`config.mk`:
```
export PLATFORM = sky130hd
export DESIGN_NAME = sspd_core
export DESIGN_NICKNAME = d
export VERILOG_FILES = /design/src/sspd_pkg.sv /design/src/sspd_core.sv
export SDC_FILE = /design/constraint.sdc
export NUM_CORES = 2
export LEC_CHECK = 0
export BUFFER_PORTS_ARGS = -buffer_cell sky130_fd_sc_hd__buf_2
export CAP_MARGIN = 30
export CORE_MARGIN = 10
export CORE_UTILIZATION = 45
export CTS_BUF_LIST = sky130_fd_sc_hd__clkbuf_4 sky130_fd_sc_hd__clkbuf_8
export CTS_CLUSTER_SIZE = 20
export DETAILED_ROUTE_END_ITERATION = 16
export PLACE_DENSITY_LB_ADDON = 0.12
export SLEW_MARGIN = 20
export SYNTH_ARGS = -nofsm -noshare
export SYNTH_HDL_FRONTEND = slang
export SYNTH_SLANG_ARGS = --single-unit
```
`constraint.sdc`:
```
create_clock -name i_mclk -period 21 [get_ports i_mclk]
set_input_delay 3.15 -clock i_mclk [delete_from_list [all_inputs] [get_ports i_mclk]]
set_output_delay 3.15 -clock i_mclk [all_outputs]
set_load 0.01 [all_outputs]
```
`src/sspd_pkg.sv`:
```
// Package for the stepper speed-mode controller: register map, field
// layouts, profile record, state codes and timing constants.
// Assumes a 20 MHz system clock and an APB register bus.
package sspd_pkg;

  // System clock and millisecond ramp tick
  localparam int unsigned CLK_HZ = 20_000_000;
  localparam int unsigned TICK_MS = 1;
  localparam int unsigned TICK_CYC = (CLK_HZ / 1000) * TICK_MS;

  // Frequencies are held in units of 0.1 Hz
  localparam int unsigned FREQ_W = 20;
  localparam int unsigned GRAD_W = 15;
  localparam int unsigned TRIM_W = 22;
  localparam int unsigned ACC_W = 28;
  localparam logic [ACC_W-1:0] STEP_WRAP = 28'hBEB_C200;
  localparam logic [GRAD_W-1:0] GRAD_MIN = 15'h0001;
  localparam logic [GRAD_W-1:0] GRAD_MAX = 15'h7530;
  localparam logic [TRIM_W-1:0] TRIM_STEP = 22'h00_03E8;
  localparam logic [FREQ_W-1:0] FREQ_MAX = 20'hF_FFFF;
  localparam int unsigned SINE_SHIFT = 3;

  // Register byte offsets
  localparam logic [7:0] OFS_CTRL = 8'h00;
  localparam logic [7:0] OFS_CMD = 8'h04;
  localparam logic [7:0] OFS_STATUS = 8'h08;
  localparam logic [7:0] OFS_FREQ = 8'h0C;
  localparam logic [7:0] OFS_PIDX = 8'h10;
  localparam logic [7:0] OFS_PSTART = 8'h14;
  localparam logic [7:0] OFS_PTARGET = 8'h18;
  localparam logic [7:0] OFS_PRAMP = 8'h1C;

  // Field positions
  localparam int unsigned CTRL_SWMODE = 0;
  localparam int unsigned CTRL_SWRUN = 1;
  localparam int unsigned CTRL_IDX_LO = 2;
  localparam int unsigned CMD_INC = 0;
  localparam int unsigned CMD_DEC = 1;
  localparam int unsigned RAMP_SHAPE = 16;
  localparam int unsigned RAMP_DIR = 17;

  // Reset values
  localparam logic [6:0] CTRL_RST = 7'h00;
  localparam logic [4:0] PIDX_RST = 5'h00;

  // Profile storage
  localparam int unsigned NPROF = 32;

  typedef struct packed {
    logic [FREQ_W-1:0] start;
    logic [FREQ_W-1:0] target;
    logic [GRAD_W-1:0] grad;
    logic sine;
    logic dir;
  } sspd_prof_t;

  // Status output codes {out1, out2}
  localparam logic [1:0] CODE_RUN = 2'b01;
  localparam logic [1:0] CODE_IDLE = 2'b10;
  localparam logic [1:0] CODE_ERR = 2'b00;
  localparam logic [1:0] CODE_ZERO = 2'b11;

  typedef enum logic [1:0] {
    ST_IDLE = 2'b00,
    ST_RUN = 2'b01,
    ST_REV = 2'b11,
    ST_ERR = 2'b10
  } sspd_state_t;

endpackage

```
`src/sspd_core.sv`:
```
// Stepper speed-mode controller: profile store, ramp generator, step
// pulse output, status code and APB register slave.
// Assumes all inputs synchronous to i_mclk; speed fault comes from an
// external monitor and zero position from an external sensor.
//
// Behaviour
// - Run ramps from start to target frequency
// - Thirty-two stored profiles with ramp parameters
// - Inputs reach only profiles one to sixteen
// - Input mode direction comes from direction input
// - Speed setting may change at any time
// - Run input starts and stops the motor
// - Falling run edge clears speed error
// - Select inputs binary, value plus one
// - Select inputs sampled continuously while running
// - Setpoint change ramps with profile gradient
// - Two status outputs encode run/idle/error/zero
// - Stored direction used only under software command
// - Gradient is change per millisecond, both ways
// - Trapezoid or sinusoidal ramp shape per profile
// - Test run increase adds 100 Hz
// - Test run decrease removes 100 Hz
// - Present frequency readable over the bus
// - Stepping starts directly at start frequency
// - Gradient clamped between 0.1 and 3000 Hz/ms
`timescale 1ns/1ps
module sspd_core #(
  parameter int unsigned TICK_CYCLES = sspd_pkg::TICK_CYC
) (
  // Clock and reset
  input wire logic i_mclk,
  input wire logic i_sys_rst,
  // Controller inputs
  input wire logic i_run,
  input wire logic [3:0] i_sel,
  input wire logic i_dir,
  input wire logic i_speed_fault,
  input wire logic i_zero_pos,
  // Motor and status outputs
  output logic o_step,
  output logic o_dir,
  output logic o_out1,
  output logic o_out2,
  // APB slave
  input wire logic i_psel,
  input wire logic i_penable,
  input wire logic i_pwrite,
  input wire logic [7:0] i_paddr,
  input wire logic [31:0] i_pwdata,
  output logic [31:0] o_prdata,
  output logic o_pready,
  output logic o_pslverr
);
  import sspd_pkg::*;

  sspd_prof_t prof_mem [NPROF];
  sspd_state_t state_reg;
  logic [6:0] ctrl_reg;
  logic [4:0] pidx_reg;
  logic [FREQ_W-1:0] freq_reg;
  logic [ACC_W-1:0] acc_reg;
  logic [TRIM_W-1:0] trim_reg;
  logic [15:0] tick_reg;
  logic tick;
  logic dir_reg;
  logic run_d_reg;
  logic step_reg;
  logic [1:0] code_reg;
  logic [31:0] rdata_reg;
  logic slverr_reg;

  // Mode and active profile
  logic sw_mode;
  logic run_cmd;
  logic want_dir;
  logic [4:0] act_idx;
  sspd_prof_t act;
  logic run_fall;

  assign sw_mode = ctrl_reg[CTRL_SWMODE];
  assign run_cmd = sw_mode ? ctrl_reg[CTRL_SWRUN] : i_run;
  // Upper bit forced low in input mode keeps records 17..32 unreachable
  assign act_idx = sw_mode ? ctrl_reg[CTRL_IDX_LO +: 5] : {1'b0, i_sel};
  assign act = prof_mem[act_idx];
  assign want_dir = sw_mode ? act.dir : i_dir;
  assign run_fall = run_d_reg && !run_cmd;
  // APB decode
  logic setup;
  logic wr;
  assign setup = i_psel && !i_penable;
  assign wr = i_psel && i_penable && i_pwrite;
  assign o_pready = i_psel && i_penable;
  assign o_prdata = rdata_reg;
  assign o_pslverr = i_psel && i_penable && slverr_reg;
  logic cmd_inc;
  logic cmd_dec;
  logic test_run;
  assign test_run = sw_mode && (state_reg == ST_RUN);
  assign cmd_inc = wr && (i_paddr == OFS_CMD) && i_pwdata[CMD_INC];
  assign cmd_dec = wr && (i_paddr == OFS_CMD) && i_pwdata[CMD_DEC];
  // Effective setpoint with test-run trim, floored at start frequency
  logic signed [TRIM_W:0] tgt_sum;
  logic [FREQ_W-1:0] setpoint;
  logic [FREQ_W-1:0] goal;
  always_comb begin
    tgt_sum = $signed({3'b000, act.target}) + (TRIM_W + 1)'($signed(trim_reg));
    if (tgt_sum < $signed({3'b000, act.start})) begin
      setpoint = act.start;
    end else if (tgt_sum > $signed({3'b000, FREQ_MAX})) begin
      setpoint = FREQ_MAX;
    end else begin
      setpoint = tgt_sum[FREQ_W-1:0];
    end
    if (state_reg == ST_REV || !run_cmd) begin
      goal = act.start;
    end else begin
      goal = setpoint;
    end
  end
  // Ramp increment per millisecond, softened near both ramp ends
  logic [FREQ_W-1:0] gstep;
  logic [FREQ_W-1:0] band;
  logic [FREQ_W-1:0] to_goal;
  logic [FREQ_W-1:0] from_start;
  always_comb begin
    band = FREQ_W'({act.grad, 3'b000});
    to_goal = (freq_reg > goal) ? freq_reg - goal : goal - freq_reg;
    from_start = (freq_reg > act.start) ? freq_reg - act.start : '0;
    gstep = FREQ_W'(act.grad);
    if (act.sine && (to_goal < band || from_start < band)) begin
      gstep = FREQ_W'(act.grad >> 1) | FREQ_W'(1);
    end
  end
  logic [FREQ_W:0] up_sum;
  logic [FREQ_W-1:0] ramp_next;
  always_comb begin
    up_sum = {1'b0, freq_reg} + {1'b0, gstep};
    ramp_next = freq_reg;
    if (freq_reg < goal) begin
      if (up_sum[FREQ_W] || up_sum[FREQ_W-1:0] > goal) begin
        ramp_next = goal;
      end else begin
        ramp_next = up_sum[FREQ_W-1:0];
      end
    end else if (freq_reg > goal) begin
      ramp_next = (freq_reg - goal > gstep) ? freq_reg - gstep : goal;
    end
  end
  // Millisecond tick divider
  always_ff @(posedge i_mclk) begin
    if (i_sys_rst || tick) begin
      tick_reg <= '0;
    end else begin
      tick_reg <= tick_reg + 16'h0001;
    end
  end
  assign tick = (tick_reg == 16'(TICK_CYCLES - 1));

  // Run edge tracker
  always_ff @(posedge i_mclk) begin
    if (i_sys_rst) begin
      run_d_reg <= 1'b0;
    end else begin
      run_d_reg <= run_cmd;
    end
  end

  // Motion state, frequency and direction
  always_ff @(posedge i_mclk) begin
    if (i_sys_rst) begin
      state_reg <= ST_IDLE;
      freq_reg <= '0;
      dir_reg <= 1'b0;
    end else begin
      unique case (state_reg)
        ST_IDLE: begin
          dir_reg <= want_dir;
          if (i_speed_fault) begin
            state_reg <= ST_ERR;
          end else if (run_cmd) begin
            state_reg <= ST_RUN;
            freq_reg <= act.start;
          end
        end
        ST_RUN: begin
          if (i_speed_fault) begin
            state_reg <= ST_ERR;
            freq_reg <= '0;
          end else if (!run_cmd && freq_reg <= act.start) begin
            state_reg <= ST_IDLE;
            freq_reg <= '0;
          end else if (run_cmd && want_dir != dir_reg) begin
            state_reg <= ST_REV;
          end else if (tick) begin
            freq_reg <= ramp_next;
          end
        end
        ST_REV: begin
          if (i_speed_fault) begin
            state_reg <= ST_ERR;
            freq_reg <= '0;
          end else if (freq_reg <= act.start) begin
            dir_reg <= want_dir;
            state_reg <= run_cmd ? ST_RUN : ST_IDLE;
            freq_reg <= run_cmd ? act.start : '0;
          end else if (tick) begin
            freq_reg <= ramp_next;
          end
        end
        ST_ERR: begin
          // A fault still present wins over the clearing edge
          if (run_fall && !i_speed_fault) begin
            state_reg <= ST_IDLE;
          end
          freq_reg <= '0;
        end
      endcase
    end
  end
  assign o_dir = dir_reg;

  // Test-run trim, dropped when the run ends
  always_ff @(posedge i_mclk) begin
    if (i_sys_rst || state_reg == ST_IDLE || state_reg == ST_ERR) begin
      trim_reg <= '0;
    end else if (test_run && cmd_inc) begin
      trim_reg <= trim_reg + TRIM_STEP;
    end else if (test_run && cmd_dec) begin
      trim_reg <= trim_reg - TRIM_STEP;
    end
  end

  // Step pulse phase accumulator
  logic [ACC_W:0] acc_sum;
  assign acc_sum = {1'b0, acc_reg} + (ACC_W + 1)'(freq_reg);
  always_ff @(posedge i_mclk) begin
    if (i_sys_rst || state_reg == ST_IDLE || state_reg == ST_ERR) begin
      acc_reg <= '0;
      step_reg <= 1'b0;
    end else if (acc_sum >= {1'b0, STEP_WRAP}) begin
      acc_reg <= ACC_W'(acc_sum - {1'b0, STEP_WRAP});
      step_reg <= 1'b1;
    end else begin
      acc_reg <= acc_sum[ACC_W-1:0];
      step_reg <= 1'b0;
    end
  end
  assign o_step = step_reg;

  // Status code
  always_ff @(posedge i_mclk) begin
    if (i_sys_rst) begin
      code_reg <= CODE_IDLE;
    end else begin
      unique case (state_reg)
        ST_ERR: code_reg <= CODE_ERR;
        ST_IDLE: code_reg <= i_zero_pos ? CODE_ZERO : CODE_IDLE;
        default: code_reg <= CODE_RUN;
      endcase
    end
  end
  assign o_out1 = code_reg[1];
  assign o_out2 = code_reg[0];

  // Control and profile index registers
  always_ff @(posedge i_mclk) begin
    if (i_sys_rst) begin
      ctrl_reg <= CTRL_RST;
      pidx_reg <= PIDX_RST;
    end else if (wr && i_paddr == OFS_CTRL) begin
      ctrl_reg <= i_pwdata[6:0];
    end else if (wr && i_paddr == OFS_PIDX) begin
      pidx_reg <= i_pwdata[4:0];
    end
  end

  // Profile store, written through the index register
  logic [GRAD_W-1:0] grad_clamped;
  always_comb begin
    grad_clamped = i_pwdata[GRAD_W-1:0];
    if (i_pwdata[15:0] > 16'(GRAD_MAX)) begin
      grad_clamped = GRAD_MAX;
    end else if (i_pwdata[GRAD_W-1:0] < GRAD_MIN) begin
      grad_clamped = GRAD_MIN;
    end
  end

  // No reset on the store: contents are loaded by software before use
  always_ff @(posedge i_mclk) begin
    if (wr && i_paddr == OFS_PSTART) begin
      prof_mem[pidx_reg].start <= i_pwdata[FREQ_W-1:0];
    end
    if (wr && i_paddr == OFS_PTARGET) begin
      prof_mem[pidx_reg].target <= i_pwdata[FREQ_W-1:0];
    end
    if (wr && i_paddr == OFS_PRAMP) begin
      prof_mem[pidx_reg].grad <= grad_clamped;
      prof_mem[pidx_reg].sine <= i_pwdata[RAMP_SHAPE];
      prof_mem[pidx_reg].dir <= i_pwdata[RAMP_DIR];
    end
  end

  // Read data captured in the setup cycle
  sspd_prof_t sel;
  assign sel = prof_mem[pidx_reg];
  always_ff @(posedge i_mclk) begin
    if (i_sys_rst) begin
      rdata_reg <= '0;
      slverr_reg <= 1'b0;
    end else if (setup) begin
      slverr_reg <= 1'b0;
      rdata_reg <= '0;
      unique case (i_paddr)
        OFS_CTRL: rdata_reg <= {25'h000_0000, ctrl_reg};
        OFS_CMD: rdata_reg <= '0;
        OFS_STATUS: rdata_reg <= {26'h000_0000, dir_reg,
          state_reg == ST_ERR, code_reg, state_reg};
        OFS_FREQ: rdata_reg <= {12'h000, freq_reg};
        OFS_PIDX: rdata_reg <= {27'h000_0000, pidx_reg};
        OFS_PSTART: rdata_reg <= {12'h000, sel.start};
        OFS_PTARGET: rdata_reg <= {12'h000, sel.target};
        OFS_PRAMP: rdata_reg <= {14'h0000, sel.dir, sel.sine, 1'b0,
          sel.grad};
        default: slverr_reg <= 1'b1;
      endcase
    end
  end

  // Checks
  a_err_code: assert property (@(posedge i_mclk) disable iff (i_sys_rst)
    state_reg == ST_ERR |=> {o_out1, o_out2} == CODE_ERR)
    else $error("error state without error code");
  a_err_no_step: assert property (@(posedge i_mclk) disable iff (i_sys_rst)
    state_reg == ST_ERR ##1 state_reg == ST_ERR |-> !o_step)
    else $error("step while in error");
  a_err_clear: assert property (@(posedge i_mclk) disable iff (i_sys_rst)
    state_reg == ST_ERR && run_fall && !i_speed_fault
    |=> state_reg == ST_IDLE)
    else $error("falling run edge did not clear error");
  a_input_sel: assert property (@(posedge i_mclk) disable iff (i_sys_rst)
    !sw_mode |-> act_idx == {1'b0, i_sel})
    else $error("input mode selected a high profile");
  a_dir_follow: assert property (@(posedge i_mclk) disable iff (i_sys_rst)
    state_reg == ST_RUN && run_cmd && !i_speed_fault && !sw_mode
    && i_dir != dir_reg |=> state_reg == ST_REV)
    else $error("direction input change not followed");
  a_start_jump: assert property (@(posedge i_mclk) disable iff (i_sys_rst)
    state_reg == ST_IDLE && run_cmd && !i_speed_fault
    |=> state_reg == ST_RUN && freq_reg == $past(act.start))
    else $error("run did not begin at start frequency");
  a_ramp_rate: assert property (@(posedge i_mclk) disable iff (i_sys_rst)
    state_reg == ST_RUN && !tick && !i_speed_fault && run_cmd
    |=> $stable(freq_reg))
    else $error("frequency moved between ramp ticks");
  a_trim_inc: assert property (@(posedge i_mclk) disable iff (i_sys_rst)
    test_run && cmd_inc && !i_speed_fault
    |=> trim_reg == $past(trim_reg) + TRIM_STEP)
    else $error("increase did not add 100 Hz");
  a_trim_dec: assert property (@(posedge i_mclk) disable iff (i_sys_rst)
    test_run && cmd_dec && !cmd_inc && !i_speed_fault
    |=> trim_reg == $past(trim_reg) - TRIM_STEP)
    else $error("decrease did not remove 100 Hz");
  a_freq_read: assert property (@(posedge i_mclk) disable iff (i_sys_rst)
    setup && i_paddr == OFS_FREQ
    |=> o_prdata == {12'h000, $past(freq_reg)})
    else $error("frequency read mismatch");

endmodule

```
==> results.sh <==
export IMPL_status="completed"
export IMPL_h_tree_depth=5
export IMPL_core_area_um2=223000
export IMPL_cts_buffers=345
export IMPL_clk_pin_slew_worst_paths_ps=50
export IMPL_hpwl_um=221000
export IMPL_seqPwrFrac=0.471
export IMPL_ys_flop_type="edfxtp_1"
export IMPL_portBuffers=66
export IMPL_grt_usage=0.283
export IMPL_power_leakage_uw=0.0387
export IMPL_internal_power_uw=6680
export IMPL_yosysTopAreaCellShare=0.543
export IMPL_synth_area_um2=101000
export IMPL_cts_tree="yes"
export IMPL_yosysWarnings=0
export IMPL_worst_path_max_delay_cell="mux4_2"
export IMPL_grt_max_degree=122
export IMPL_finClkSkew_ps=77.4
export IMPL_drtAntennaViolNets=0
export IMPL_synth_area_leader_cell="edfxtp_1"
export IMPL_p_sw_frac=0.264
export IMPL_vias_per_cell=6.54
export IMPL_die_x_um=493
export IMPL_cpPeakStageDelay_ps=480
export IMPL_period_share=0.936
export IMPL_firstDrtPassIters=6
export IMPL_synth_top_family_by_area="multiplexers"
export IMPL_synth_xor_area_frac=0.0130
export IMPL_combPwrFrac=0.149
export IMPL_drive_above_1_share=0.327
export IMPL_largest_reg_flops=1824
export IMPL_first_global_vias=67000
export IMPL_muxShareOfSynthArea=0.238
export IMPL_setup_viol=0
export IMPL_grt_pass1_wl_um=497000
export IMPL_p_per_area_nw_per_um2=78.2
export IMPL_fin_area_um2=116000
export IMPL_overflow=0
export IMPL_setup_worst_path_class="input pin to flop"
export IMPL_synth_compound_area_frac=0.0539
export IMPL_hold_path_class="flop to flop"
export IMPL_cts_max_path_buffers=4
export IMPL_clkPwrFrac=0.380
export IMPL_ir_drop_v=0.0000779
export IMPL_worstMarginPinSlew_ps=1070
export IMPL_p_switching_uw=2400
export IMPL_syn_avg_cell_area_um2=15.5
export IMPL_nets=7388
export IMPL_wl_per_cell_um=33.9
export IMPL_vias=67700
export IMPL_ys_async_sr_fraction=0
export IMPL_required_ps=21940
export IMPL_grt_setup_unrepaired="false"
export IMPL_clock_sinks=1952
export IMPL_drt_wl_total_um=351000
export IMPL_synth_edf_count=1824
export IMPL_ys_seq_elements=1952
export IMPL_die_area_um2=243000
export IMPL_hold_viol=0
export IMPL_maxSlewViolCount=0
export IMPL_synthesis_instances=6496
export IMPL_worstSetupEndpointType="flop"
export IMPL_rows=173
export IMPL_worstPathMaxFanout=12
export IMPL_insertion_delay_ps=1110
export IMPL_antenna_found_initial=18
export IMPL_drt_iter0_markers=8195
export IMPL_syn_to_final_growth_pct=15.1
export IMPL_yosys_cell_types_count=96
export IMPL_yosysSeqAreaShare=0.569
export IMPL_start_util=0.453
export IMPL_cp_data_arrival_time_ps=20600
export IMPL_synthSimpleGateAreaFrac=0.0753
export IMPL_postPlaceCellArea_um2=109000
export IMPL_slew_headroom=0.287
export IMPL_fin_tns_setup_ps=0
export IMPL_cts_root_buf="clkbuf_8"
export IMPL_die_h_um=493
export IMPL_post_route_drc_count=0
export IMPL_fin_crit_ps=19660
export IMPL_ios=91
export IMPL_synth_adder_area_share=0.0291
export IMPL_yosys_top_cells_area="edfxtp_1 54%, mux4_2 22%, ha_1 2.8%, nand2_1 2.6%, dfxtp_1 2.5%"
export IMPL_fillers=18400
export IMPL_cp_start_kind="input pin"
export IMPL_maxCapViolCount=0
export IMPL_clock_fmax_ghz=0.0509
export IMPL_totalPowerFinal_uw=9080
export IMPL_gp_congestion=0.915
power groups by stage:
stage / combinational (uW) / sequential, uW / clock, uW
floorplan: 747 / 4350 / 0
global placement: 1310 / 4360 / 0
detailed placement: 1320 / 4360 / 0
CTS: 1330 / 4280 / 3510
global route: 1460 / 4270 / 3700
finish: 1350 / 4280 / 3450
what timing repair did:
| action | in CTS | in global routing |
|---|---|---|
| gates resized for setup | 0 | 2 |
| endpoints found under the setup margin | 0 | 2 |
| hold buffers | 0 | 0 |
| buffers inserted | 0 | 1 |
Yosys cell counts, types with 21 or more instances:
| cell type | n |
|---|---|
| a311oi_1 | 40 |
| buf_4 | 22 |
| edfxtp_1 | 1824 |
| mux2i_1 | 116 |
| dfxtp_1 | 128 |
| a21oi_1 | 236 |
| buf_2 | 61 |
| nor2b_1 | 32 |
| a31oi_1 | 53 |
| nor2_1 | 315 |
| and3_1 | 67 |
| a22oi_1 | 47 |
| o21ai_0 | 112 |
| nand2b_1 | 91 |
| ha_1 | 225 |
| xnor2_1 | 103 |
| nor3_1 | 71 |
| clkbuf_1 | 272 |
| inv_1 | 97 |
| o22ai_1 | 34 |
| a21o_1 | 71 |
| nand2_1 | 696 |
| buf_1 | 89 |
| nand4_1 | 37 |
| o21bai_1 | 27 |
| nand3_1 | 233 |
| and2_1 | 29 |
| xor2_1 | 47 |
| mux4_2 | 1001 |
| nor4_1 | 21 |
| o21a_1 | 23 |
cell families after synthesis:
kind of cell,after synthesis
flops,1952
simple gates,1664
mux,1139
compound gates,815
buf+inv,544
fa+ha+maj,231
xor+xnor,150
other cells,1
final timing paths:
kind                     from     endpoint  slack [ps]  cells past startpoint
setup / recovery     i_sel[0]  freq_reg[6]        1340                     97
hold / removal    tick_reg[0]  tick_reg[0]         460                      1
setup reg to reg  ctrl_reg[0]  freq_reg[6]        2640                     96
hold reg to reg   tick_reg[0]  tick_reg[0]         460                      1
critical path, delay by kind of cell:
kind	cells	cell delay, ps
xor+xnor	3	710
fa+ha+maj	7	1920
simple gates	25	3360
mux	4	1110
compound gates	43	7740
buf+inv	15	2490
metrics by stage:
step / setup WS [ps] / hold WS [ps] / util / cells
final: 1340 / 461 / 0.522 / 10300
after global routing: 16.1 / 482 / 0.521 / 10300
after CTS: 1520 / 462 / 0.520 / 10300
after detailed placement: 464 / 453 / 0.491 / 9714
after global placement: 507 / 444 / 0.487 / 9678
after floorplan: 0.496 / 430 / - / 6507
cells in the final DEF, fill, tap and decap left out, drive strengths merged, types with 128 or more instances in the layout:
cell type	n
a21oi	238
buf	697
mux4	1001
edfxtp	1824
nand3	233
clkbuf	457
nor2	317
nand2	697
ha	225
dfxtp	128
layer usage:
metal	global-route usage	wire length (um)	vias up	share of wire
met5	0	118	-	0.00034
met4	0.118	16600	18	0.047
met3	0.0762	38400	705	0.11
met2	0.428	158000	4150	0.45
met1	0.387	138000	35200	0.39
li1	-	-	27500	-
cell type report:
class / instances / area, um^2 / share of cell area
antenna: 12 / 30.0 / 0.000259
clock buffer: 457 / 5660 / 0.0488
clock inverter: 140 / 878 / 0.00757
inverter: 97 / 364 / 0.00314
multi-input combinational: 4011 / 42100 / 0.362
sequential: 1952 / 57400 / 0.494
tap: 2975 / 3720 / 0.0321
timing repair buffer: 697 / 6000 / 0.0517
Power figures use the tool's default switching activity.
